--- src/inc/hsb_consts.svh ---
// Constants of the status block reporter: offsets, field positions, codes.
// Assumes inclusion by bare name from hw/ and inc/ sources.
`ifndef HSB_CONSTS_SVH
`define HSB_CONSTS_SVH

// Word offsets inside one status block
`define HSB_OFS_CMD_ID 8'h00
`define HSB_OFS_FLAGS 8'h04
`define HSB_OFS_SENSE_LO 8'h08
`define HSB_OFS_SENSE_HI 8'h0c
`define HSB_WORDS_PER_BLK 2'h3

// Flags byte bit positions
`define HSB_FLG_DONE 0
`define HSB_FLG_ERR 1
`define HSB_FLG_RETRY 2
`define HSB_FLG_TRUNC 3
`define HSB_FLG_CONT 4

// Destination selector values
`define HSB_SEL_TARGET_MAX 8'h07
`define HSB_SEL_BOARD 8'hff

// Sense reporting figures
`define HSB_SEQ_MAX 6'h20
`define HSB_BYTES_PER_BLK 6'h08
`define HSB_SEL_BASIC 6'h08
`define HSB_SEL_EXT 6'h10

// Board-control command codes
`define HSB_CMD_START_LIST 8'h01
`define HSB_CMD_STOP_LIST 8'h02
`define HSB_CMD_IDENTIFY 8'h05
`define HSB_CMD_STATS 8'h06
`define HSB_CMD_GEN_OPTS 8'h07
`define HSB_CMD_UNIT_OPTS 8'h08
`define HSB_CMD_SELF_TEST 8'h09
`define HSB_CMD_HARD_RESET 8'h10
`define HSB_CMD_BOARD_INFO 8'h15
`define HSB_CMD_EXT_STATS 8'h16
`define HSB_CMD_EXT_UNIT_OPTS 8'h18

// Error codes raised by the reporter itself (arbitrary values)
`define HSB_ERR_BAD_SELECTOR 8'h40
`define HSB_ERR_BAD_COMMAND 8'h41

`endif

--- src/inc/hsb_pkg.sv ---
// Types shared by the status block reporter modules.
// Assumes nothing beyond a SystemVerilog compiler.
package hsb_pkg;
  typedef enum logic [1:0] {
    HSB_IDLE = 2'b00,
    HSB_WAIT = 2'b01,
    HSB_EMIT = 2'b10
  } hsb_state_t;

  typedef enum logic [1:0] {
    HSB_MODE_NONE = 2'b00,
    HSB_MODE_SEQ = 2'b01,
    HSB_MODE_SEL = 2'b10
  } hsb_mode_t;
endpackage

--- src/hw/hsb_sense_pick.sv ---
// Sense byte index selection for one sense word of one status block.
// Assumes selection fields packed byte 0 in the low bits.
`timescale 1ns/100ps
`default_nettype none
`include "hsb_consts.svh"
module hsb_sense_pick #(
  parameter int MAX_SEL = 16
) (
  // Reporting setup
  input wire hsb_pkg::hsb_mode_t mode,
  input wire logic [5:0] byte_total,
  input wire logic [8*MAX_SEL-1:0] sel_fields,
  // Position
  input wire logic [1:0] blk,
  input wire logic half,
  // Result: four byte indices and their keep bits
  output logic [31:0] idx,
  output logic [3:0] keep
);
  // Position of slot k within the whole report
  function automatic logic [5:0] pos_of(input logic [1:0] b,
                                        input logic h,
                                        input logic [1:0] k);
    pos_of = {1'b0, b, h, k};
  endfunction

  genvar k;
  generate
    for (k = 0; k < 4; k++) begin : g_slot
      wire logic [5:0] pos = pos_of(blk, half, 2'(k));
      wire logic sel_in = (pos < 6'(MAX_SEL));
      wire logic [7:0] sel_val = sel_in ? sel_fields[8*pos[3:0] +: 8] :
        8'h00;
      // Selectable mode reads the slot field, others read in order
      assign idx[8*k +: 8] = (mode == hsb_pkg::HSB_MODE_SEL) ?
        sel_val : {2'h0, pos};
      // Bytes past the enabled count stay zero
      assign keep[k] = (mode != hsb_pkg::HSB_MODE_NONE) &&
        (pos < byte_total);
    end
  endgenerate
endmodule
`default_nettype wire

--- src/hw/hsb_reporter.sv ---
// Command classifier and status block writer of the host adapter.
// Assumes a command executor that reports completion, and a sense buffer
// read combinationally through four byte ports in the same cycle.
`timescale 1ns/100ps
`default_nettype none
`include "hsb_consts.svh"
module hsb_reporter #(
  parameter int MAX_SEL = 16,
  parameter int SEQ_MAX = 32
) (
  // Clock, reset, enable
  input wire logic ref_clk,
  input wire logic sys_rst,
  input wire logic clk_en,
  // Parameter block intake
  input wire logic cmd_valid,
  output logic cmd_ready,
  input wire logic [31:0] cmd_ident,
  input wire logic [7:0] destination_selector,
  input wire logic [7:0] cmd_code,
  // Classification towards the executor
  output logic pass_through_reg,
  output logic board_ctrl_reg,
  output logic [2:0] target_reg,
  output logic [7:0] board_cmd_reg,
  output logic exec_start_reg,
  // Completion from the executor
  input wire logic exec_done,
  input wire logic exec_error,
  input wire logic [7:0] exec_err_code,
  input wire logic [7:0] scsi_status,
  input wire logic data_truncated,
  input wire logic retried,
  input wire logic check_condition,
  input wire logic sense_inhibit,
  // Sense reporting setup
  input wire logic [5:0] sense_count,
  input wire logic ext_unit_opts,
  input wire logic [8*MAX_SEL-1:0] sel_fields,
  // Sense buffer read ports
  output logic [31:0] sense_rd_idx,
  input wire logic [31:0] sense_rd_data,
  // Status word output
  output logic stat_valid_reg,
  input wire logic stat_ready,
  output logic [31:0] stat_word_reg,
  output logic [7:0] stat_offset_reg,
  output logic [1:0] stat_block_reg,
  output logic stat_last_reg,
  // Progress
  output logic command_done_bit_reg
);
  // Logic assumes at most four blocks and a sixteen-byte selection set
  generate
    if (MAX_SEL != 16 || SEQ_MAX != 32) begin : g_bad_param
      $error("hsb_reporter serves only MAX_SEL 16 and SEQ_MAX 32");
    end
  endgenerate

  // Index of the last block needed for n bytes, block 0 when n is zero
  function automatic logic [1:0] last_blk(input logic [5:0] n);
    logic [5:0] m;
    m = (n == 6'h00) ? 6'h00 : n - 6'h01;
    last_blk = m[4:3];
  endfunction

  // True for a code the board-control decoder knows
  function automatic logic code_ok(input logic [7:0] c);
    case (c)
      `HSB_CMD_START_LIST, `HSB_CMD_STOP_LIST, `HSB_CMD_IDENTIFY,
      `HSB_CMD_STATS, `HSB_CMD_GEN_OPTS, `HSB_CMD_UNIT_OPTS,
      `HSB_CMD_SELF_TEST, `HSB_CMD_HARD_RESET, `HSB_CMD_BOARD_INFO,
      `HSB_CMD_EXT_STATS, `HSB_CMD_EXT_UNIT_OPTS: code_ok = 1'b1;
      default: code_ok = 1'b0;
    endcase
  endfunction

  hsb_pkg::hsb_state_t state_reg, state_next;
  logic [31:0] ident_reg;
  logic [7:0] err_code_reg;
  logic [7:0] scsi_reg;
  logic [7:0] flags_reg;
  logic [5:0] total_reg;
  hsb_pkg::hsb_mode_t mode_reg;
  logic [1:0] last_blk_reg;
  logic [1:0] blk_reg;
  logic [1:0] wrd_reg;

  // Intake decode
  wire logic take = clk_en && cmd_valid && cmd_ready;
  wire logic sel_target = destination_selector <= `HSB_SEL_TARGET_MAX;
  wire logic sel_board = destination_selector == `HSB_SEL_BOARD;
  wire logic board_bad = sel_board && !code_ok(cmd_code);
  wire logic intake_err = !(sel_target || sel_board) || board_bad;
  wire logic [7:0] intake_code = board_bad ? `HSB_ERR_BAD_COMMAND :
    `HSB_ERR_BAD_SELECTOR;
  assign cmd_ready = (state_reg == hsb_pkg::HSB_IDLE);

  // Sense mode chosen at completion
  wire logic sel_any = |sel_fields;
  wire logic sense_on = pass_through_reg && check_condition &&
    !sense_inhibit;
  wire logic [5:0] cnt_clip = (sense_count > 6'(SEQ_MAX)) ?
    6'(SEQ_MAX) : sense_count;
  wire logic [5:0] sel_n = ext_unit_opts ? `HSB_SEL_EXT :
    `HSB_SEL_BASIC;
  wire hsb_pkg::hsb_mode_t mode_new = !sense_on ? hsb_pkg::HSB_MODE_NONE :
    (sense_count == 6'h00 && sel_any) ? hsb_pkg::HSB_MODE_SEL :
    hsb_pkg::HSB_MODE_SEQ;
  wire logic [5:0] total_new = !sense_on ? 6'h00 :
    (sense_count != 6'h00) ? cnt_clip :
    sel_any ? sel_n : `HSB_BYTES_PER_BLK;
  wire logic fin = clk_en && state_reg == hsb_pkg::HSB_WAIT && exec_done;

  // Flags byte: extra bits only for pass-through blocks
  wire logic [7:0] flags_new =
    (8'(exec_error) << `HSB_FLG_ERR) |
    (8'h01 << `HSB_FLG_DONE) |
    (pass_through_reg ? ((8'(data_truncated) << `HSB_FLG_TRUNC) |
      (8'(retried) << `HSB_FLG_RETRY)) : 8'h00);

  // Sense byte positions for the word being built
  wire logic [31:0] pick_idx;
  wire logic [3:0] pick_keep;
  hsb_sense_pick #(
    .MAX_SEL(MAX_SEL)
  ) u_pick (
    .mode(mode_reg),
    .byte_total(total_reg),
    .sel_fields(sel_fields),
    .blk(blk_reg),
    .half(wrd_reg[0]),
    .idx(pick_idx),
    .keep(pick_keep)
  );
  assign sense_rd_idx = pick_idx;

  // Word contents; byte at offset +k sits in bits 8k+7..8k
  wire logic cont = blk_reg != 2'h0;
  wire logic [7:0] flags_out = flags_reg |
    (8'(cont) << `HSB_FLG_CONT);
  wire logic [31:0] sense_word = sense_rd_data &
    {{8{pick_keep[3]}}, {8{pick_keep[2]}}, {8{pick_keep[1]}},
     {8{pick_keep[0]}}};
  wire logic [31:0] word_out = (wrd_reg == 2'h0) ? ident_reg :
    (wrd_reg == 2'h1) ? {flags_out, err_code_reg, scsi_reg, 8'h00} :
    board_ctrl_reg ? 32'h0000_0000 : sense_word;
  wire logic [7:0] ofs_out = {4'h0, wrd_reg, 2'h0};
  wire logic slot_free = !stat_valid_reg || stat_ready;
  wire logic push = clk_en && state_reg == hsb_pkg::HSB_EMIT && slot_free;
  wire logic blk_end = wrd_reg == `HSB_WORDS_PER_BLK;
  wire logic all_end = blk_end && blk_reg == last_blk_reg;

  // Next state
  always_comb begin
    state_next = state_reg;
    case (state_reg)
      hsb_pkg::HSB_IDLE: begin
        if (take) begin
          state_next = intake_err ? hsb_pkg::HSB_EMIT : hsb_pkg::HSB_WAIT;
        end
      end
      hsb_pkg::HSB_WAIT: begin
        if (fin) begin
          state_next = hsb_pkg::HSB_EMIT;
        end
      end
      hsb_pkg::HSB_EMIT: begin
        if (push && all_end) begin
          state_next = hsb_pkg::HSB_IDLE;
        end
      end
      default: state_next = hsb_pkg::HSB_IDLE;
    endcase
  end

  // Control state
  always_ff @(posedge ref_clk) begin
    if (sys_rst) begin
      state_reg <= hsb_pkg::HSB_IDLE;
    end else if (clk_en) begin
      state_reg <= state_next;
    end
  end

  // Intake capture; a refused block completes at once with a code
  always_ff @(posedge ref_clk) begin
    if (sys_rst) begin
      ident_reg <= 32'h0000_0000;
      pass_through_reg <= 1'b0;
      board_ctrl_reg <= 1'b0;
      target_reg <= 3'h0;
      board_cmd_reg <= 8'h00;
      exec_start_reg <= 1'b0;
    end else if (clk_en) begin
      exec_start_reg <= take && !intake_err;
      if (take) begin
        ident_reg <= cmd_ident;
        pass_through_reg <= sel_target;
        board_ctrl_reg <= sel_board;
        target_reg <= destination_selector[2:0];
        board_cmd_reg <= sel_board ? cmd_code : 8'h00;
      end
    end
  end

  // Completion capture
  always_ff @(posedge ref_clk) begin
    if (sys_rst) begin
      err_code_reg <= 8'h00;
      scsi_reg <= 8'h00;
      flags_reg <= 8'h00;
      total_reg <= 6'h00;
      mode_reg <= hsb_pkg::HSB_MODE_NONE;
      last_blk_reg <= 2'h0;
    end else if (clk_en) begin
      if (take && intake_err) begin
        err_code_reg <= intake_code;
        scsi_reg <= 8'h00;
        flags_reg <= (8'h01 << `HSB_FLG_ERR) |
          (8'h01 << `HSB_FLG_DONE);
        total_reg <= 6'h00;
        mode_reg <= hsb_pkg::HSB_MODE_NONE;
        last_blk_reg <= 2'h0;
      end else if (fin) begin
        err_code_reg <= exec_error ? exec_err_code : 8'h00;
        scsi_reg <= pass_through_reg ? scsi_status : 8'h00;
        flags_reg <= flags_new;
        total_reg <= total_new;
        mode_reg <= mode_new;
        last_blk_reg <= last_blk(total_new);
      end
    end
  end

  // Word and block walk through the report
  always_ff @(posedge ref_clk) begin
    if (sys_rst) begin
      blk_reg <= 2'h0;
      wrd_reg <= 2'h0;
    end else if (clk_en) begin
      if (state_reg != hsb_pkg::HSB_EMIT) begin
        blk_reg <= 2'h0;
        wrd_reg <= 2'h0;
      end else if (push) begin
        wrd_reg <= wrd_reg + 2'h1;
        if (blk_end) begin
          blk_reg <= blk_reg + 2'h1;
        end
      end
    end
  end

  // Output word register; stalls while the host side is not ready
  always_ff @(posedge ref_clk) begin
    if (sys_rst) begin
      stat_valid_reg <= 1'b0;
      stat_word_reg <= 32'h0000_0000;
      stat_offset_reg <= 8'h00;
      stat_block_reg <= 2'h0;
      stat_last_reg <= 1'b0;
    end else if (clk_en && slot_free) begin
      stat_valid_reg <= push;
      if (push) begin
        stat_word_reg <= word_out;
        stat_offset_reg <= ofs_out;
        stat_block_reg <= blk_reg;
        stat_last_reg <= all_end;
      end
    end
  end

  // Done level: low from intake until the last word is pushed
  always_ff @(posedge ref_clk) begin
    if (sys_rst) begin
      command_done_bit_reg <= 1'b0;
    end else if (clk_en) begin
      if (take) begin
        command_done_bit_reg <= 1'b0;
      end else if (push && all_end) begin
        command_done_bit_reg <= 1'b1;
      end
    end
  end
endmodule
`default_nettype wire

--- config.mk ---
export PLATFORM = sky130hd
export DESIGN_NAME = hsb_reporter
export DESIGN_NICKNAME = d
export VERILOG_FILES = /design/src/inc/hsb_pkg.sv /design/src/hw/hsb_sense_pick.sv /design/src/hw/hsb_reporter.sv
export VERILOG_INCLUDE_DIRS = /design/src /design/src/inc
export SDC_FILE = /design/constraint.sdc
export NUM_CORES = 1
export LEC_CHECK = 0
export ABC_CLOCK_PERIOD_IN_PS = 3750
export BUFFER_PORTS_ARGS = -buffer_cell sky130_fd_sc_hd__buf_2
export CORE_AREA = 2 2 131 133
export CTS_CLUSTER_DIAMETER = 40
export CTS_CLUSTER_SIZE = 14
export DETAILED_ROUTE_END_ITERATION = 10
export DIE_AREA = 0 0 133 135
export PLACE_DENSITY = 0.72
export SLEW_MARGIN = 25
export SYNTH_ARGS = -nofsm -noshare
export SYNTH_HDL_FRONTEND = slang
export SYNTH_SLANG_ARGS = --single-unit
export TNS_END_PERCENT = 20
--- constraint.sdc ---
create_clock -name ref_clk -period 3.75 [get_ports ref_clk]
set_clock_uncertainty 0.1 [all_clocks]
set_input_delay 0 -clock ref_clk [delete_from_list [all_inputs] [get_ports ref_clk]]
set_output_delay 0 -clock ref_clk [all_outputs]
set_load 0.01 [all_outputs]
## After elaboration in Yosys (flattened, before gate mapping)

Memories as Yosys holds them, arrays and structs flattened.
Index checks and enable logic that the tools add are counted.

- Output and inout port bits: 92
- Word-level logic and storage cells: 150
- ROM bits: 32
- Flip-flop bits (word level): 125
- Input bits: 242
- Memories kept: 1

Memories:

| name | words | bits a word | read ports | clocked after Yosys merged registers in | wr ports | line | text |
|---|---|---|---|---|---|---|---|
| (no name shown) | 32 | 1 | 1 | 0 | 0 | hsb_reporter.sv:69 | `case (c)` |

- Mux-type cells: 49
- $lt $le $gt $ge: 10
- Equal/unequal tests: 11
- Add/sub/neg operators: 3
- Reduce and logical (&&, ||, !) cells: 47
- Bitwise gates (word level): 4
- Shift-type cells: 4

Operators with widths:

| kind | count |
|---|---|
| variable part select 128 x 8 -> 8 bit | 4 |
| 2-to-1 mux 8 bit | 17 |
| OR reduction 128 bit | 1 |
| 2-to-1 mux 32 bit | 3 |
| bitwise AND 32 bit | 1 |
| 2-to-1 mux 2 bit | 15 |
| 2-to-1 mux 6 bit | 5 |
| less-than comparator 5 x 6 -> 1 bit | 4 |
| less-than comparator 5 bit, second input constant | 4 |
| logical AND 1 bit | 19 |
| 2-to-1 mux 5 bit | 3 |
| zero test 6 bit | 2 |
| nonzero test 2 bit | 6 |
| AND reduction 2 bit | 5 |
| equality test 8 bit, second input constant | 1 |
| <= comparator 8 x 3 -> 1 bit, second input constant | 1 |
| bitwise OR 8 x 5 -> 8 bit | 1 |
| equality test 2 bit, second input constant | 3 |
| greater-than comparator 6 bit, second input constant | 1 |
| one-hot mux 2 bit (3 select lines) | 1 |
| nonzero test 6 bit | 1 |
| zero test 1 bit | 5 |
| subtractor 5 x 1 -> 5 bit, second input constant | 1 |
| adder 2 x 1 -> 2 bit, second input constant | 2 |
| other kinds (13) | 22 |

## Depth between registers and ports, before layout

- Word-level depth: 8
- Mapped depth: 10
- Gate-level depth less buffers: 7

## Cells and area by module

Synthesis repeated with hierarchy kept, for this count alone.

- Cells, all modules: 836
- Area total of the unflattened synthesis: 6915.4 um2

Modules (own cells, without submodules):

| module | times used | sequential area each (um2) | cells each | area each (um2) |
|---|---|---|---|---|
| hsb_reporter | 1 | 2422.3 | 698 | 5584.1 |
| hsb_sense_pick | 1 | 0.0 | 138 | 1331.3 |

## Least setup slack after synthesis

No wires, ideal clock.

- Path type: register -> register
- Start: register wrd_reg[0]
- End: register stat_word_reg[29]
- Setup time: 123 ps
- Buffers on the path: 3
- Arrival: 2451 ps
- Path slack: 1076 ps
- Data required time: 3527 ps
- Cell stages (with the launch flop): 11
- Path through: dfxtp_1 > clkbuf_1 > buf_2 > buf_2 > clkinv_1 > ha_1 > nor4bb_1 > a2111oi_2 > nor2b_1 > a221oi_1 > nor2_1

- Cells in the longest elaborated chain, start to end: 6

RTL lines:

| element | line | text |
|---|---|---|
| start: declaration | hsb_reporter.sv:87 | `logic [1:0] wrd_reg;` |
| start signal: assignment | hsb_reporter.sv:246 | `wrd_reg <= wrd_reg + 2'h1;` |
| less-than comparator 5 x 6 -> 1 bit | hsb_sense_pick.sv:39 | `(pos < byte_total);` |
| logical AND 1 bit | hsb_sense_pick.sv:38 | `assign keep[k] = (mode != hsb_pkg::HSB_MODE_NONE) &&` |
| bitwise AND 32 bit | hsb_reporter.sv:142 | `wire logic [31:0] sense_word = sense_rd_data &` |
| 2-to-1 mux 32 bit | hsb_reporter.sv:147 | `board_ctrl_reg ? 32'h0000_0000 : sense_word;` |
| 2-to-1 mux 32 bit | hsb_reporter.sv:146 | `(wrd_reg == 2'h1) ? {flags_out, err_code_reg, scsi_reg, 8'h00} :` |
| 2-to-1 mux 32 bit * | hsb_reporter.sv:145 | `wire logic [31:0] word_out = (wrd_reg == 2'h0) ? ident_reg :` |
| end signal: assignment | hsb_reporter.sv:265 | `stat_word_reg <= word_out;` |
| end: declaration | hsb_reporter.sv:46 | `output logic [31:0] stat_word_reg,` |

Every way passes the cells marked *; elsewhere a longest branch is shown, timed or not.
A chain may end at the register's enable or synchronous reset.

==> results by group <==
Outcome
  • Status: finished clean

Worst hold path
  • Hold WC Path Type: in2reg

Placed design
  • Worst slack at placement: approximately 1000 ps
  • Routability congestion estimate: around 1
  • Dpl hpwl: about 19000 um
  • Placed cell area: between 8000 and 9000 um2
  • # port buffers: about 330

Drt
  • Post-DRT Antenna Nets: 0
  • Residual DRC: 0
  • DR vias: roughly 8.2k
  • DRT Pass-1 Iters: 6
  • Via/cell ratio: approximately 5.7
  • Drt wl/cell: between 15 and 20 um
  • First DRT Iteration DRCs: 730
  • Final WL: around 28000 um

Layout
  • Fin nets: 1460
  • Share of cells above drive strength 1: 0.344
  • Area Growth Syn to Fin: 54.7%
  • Final instance area: 10200 um2

STA
  • Min Clock Period, post-route: 3120 ps
  • Setup ws final: about 630 ps
  • Fmax: between 300 and 400 MHz
  • Final hold slack: about 24 ps
  • RSZ-0062 raised after global routing: no
  • Final slew viol count: 0
  • Period utilisation layout: 0.831
  • Final hold violations: 0
  • Worst slew margin: 0.424
  • Slew @ Worst Pin: roughly 860 ps
  • Final setup TNS: 0 ps
  • Setup-failing EPs final: 0

Synthesis
  • Post-Synth Adder-Cell Area: 0.0170
  • Register area share after synthesis: 0.367
  • Most numerous cell in the Yosys netlist: nand2_1
  • Distinct cells, synth: 63
  • Syn_area_per_cell: 8.41 um2
  • Syn Std Cell Area: approximately 6600 um2
  • Post-synthesis xor/xnor area fraction: 0.00265
  • Largest family of logic cells by synthesized area: simple AND/OR/NAND/NOR gates
  • Yosys top cell by area: dfxtp_1
  • Complex-gate fraction of the synthesized area: 0.209
  • Synth top area share: 0.367
  • Top cell types by occurrence after synthesis: 127 x nand2_1, 121 x dfxtp_1, 72 x a21oi_1
  • Simple-Gate Fraction of Synth Area: 0.250
  • Seq cells post-synth: around 120
  • Synth Instances: slightly below 800
  • Top_reg_cell synth: dfxtp_1
  • Post-synth EDFFs: 0
  • Post-synth ARST share: 0
  • Synth top area cells: dfxtp_1 37%, mux4_2 8.2%, nand2_1 7.2%
  • Syn. warnings: 0
  • Post-synthesis mux area share: 0.100

Floorplan
  • Die height: between 100 and 150 um
  • Die ar.: roughly 18000 um2
  • I/O Pins: 334
  • Die X: around 130 um
  • Core box area: 16400 um2
  • Initial Util: 0.403
  • # rows: 47

Global routing
  • Met2 GRT Util: 0.523
  • Vias in the first global route: a little over 8k
  • Met1 Resource Use GR: 0.384
  • Global route hottest layer: met2
  • Met3 Use GR: 0.0668
  • Total track usage: 0.309
  • Pin count of the biggest net entering global routing: between 50 and 60
  • First-pass GRT wire length: 43800 um
  • Initial antenna violation count: 1
  • Grt ovf: 0

Power and ir drop
  • Peak VDD IR: approximately 0.00034 V
  • P_leak: about 4.4 nW
  • Total chip power: ~3.6 mW
  • PD cells: around 360 nW/um2

Setup path
  • Critical Path, Cell by Cell: dlygate4sd3_1 -> buf_2 -> nor3b_1 -> nand3_1 -> nor2_1 -> o2111ai_1 -> dlygate4sd3_1 -> nand3_1 -> dlygate4sd3_1
  • Crit path arrival time: 3370 ps
  • Buffers and inverters on the worst path: 4
  • WP depth: 9
  • Critical path's slowest cell: dlygate4sd3_1
  • CP Max Fanout: 33
  • Cells on worst reg2reg path: 7
  • WP data required: 4000 ps
  • Critical Path End: total_reg[4]
  • Delay-heaviest family, CP: buffers and inverters
  • Most used cell along the critical path: dlygate4sd3_1
  • Critical path origin: sys_rst
  • Setup CP Type: in2reg
  • CP Capture Type: register
  • R2R setup slack: 840 ps
  • Startpoint types: primary input
  • Capture point of the worst reg-to-reg path: stat_word_reg[3]
  • Critical register-to-register path startpoint: wrd_reg[1]
  • Largest stage delay, worst path: 580 ps

Clock tree
  • CTS sink count: about 120
  • Post-CTS Resized: 0
  • H-tree Lvls: 4
  • Setup Buffers After CTS: 0
  • Clock transition at path regs: around 50 ps
  • CTS max path bufs: 2
  • CTS tree: built
  • Clock tree root buffer cell: clkbuf_16
  • Worst-skew pair later-pin latency: 410 ps
  • Total CTS buffers: 17

Run
  • Maxcap violations: 0
kinds of logic after synthesis:
family | Yosys count
xor+xnor | 2
compound gates | 207
simple gates | 328
fa+ha+maj | 9
other cells | 1
flops | 121
mux | 36
buf+inv | 82
per-stage QoR:
step            util  std cells
5_1_grt        0.623       1440
6_report       0.623       1441
2_1_floorplan      -        791
3_3_place_gp   0.507       1282
3_5_place_dp   0.508       1283
4_1_cts        0.623       1440
cells in the final DEF (no fill, tap or decap), types with 4 or more instances in the layout:
cell             n
o22a_1           4
mux2i_1         10
a21oi_2         10
nand2_1        127
buf_4           11
a21oi_1         72
dlygate4sd3_1  127
nor2_1          34
nor4_1          34
dfxtp_1        119
clkbuf_8         5
inv_1           14
a21o_1           6
and3_1          18
conb_1           6
a22o_1           9
mux4_2          24
nand3b_1        21
ha_1             9
o21ai_0         46
or4_1            4
nand4_1         11
clkbuf_16       17
nand2b_1         6
o2111ai_1        4
nor3_1          26
a221oi_1        32
buf_2          327
nand3_1         23
nor2b_1          4
cell type report:
cell class | instances | area (um2)
multi-input cells | 588 | 3850
fillers | 1349 | 6190
flip-flops and latches | 121 | 2420
clock inverters | 7 | 115
repair buffers | 466 | 3000
inverters | 15 | 56.3
well taps | 220 | 275
clock buffers | 23 | 498
diodes | 1 | 2.50
layer usage:
layer	up-vias	share of wire
li1	3779	-
met2	482	0.48
met1	3864	0.40
met5	-	0
met3	102	0.083
met4	0	0.041
worst min-delay path by stage:
stage,end,startpoint,slack (ps),cells after the start
global placement,board_cmd_reg[7],cmd_code[7],120,2
CTS,pass_through_reg,destination_selector[5],2,5
floorplan,total_reg[0],sense_count[0],9,2
detailed placement,board_cmd_reg[7],cmd_code[7],130,2
finish,pass_through_reg,destination_selector[5],20,5
global route,pass_through_reg,destination_selector[5],70,5
worst min-delay path: cells and delay by family:
family                 cells  cell delay [ps]
and+or+nand+nor            3              340
buffers and inverters      1               90
AOI/OAI and AO/OA          1               50
report_power, final:
part           internal (mW)  switching (mW)  leakage (nW)
clock network           1.12           0.563         0.297
registers               1.34          0.0297         0.983
logic                  0.294           0.296          3.10
total                   2.75           0.888          4.38
what timing repair did:
action / 4_1_cts / 5_1_grt
setup endpoints to repair: 0 / 0
hold buffers: 127 / 0
endpoints found under the hold margin: 111 / 0
No activity file was read; power rests on OpenSTA's default activity.
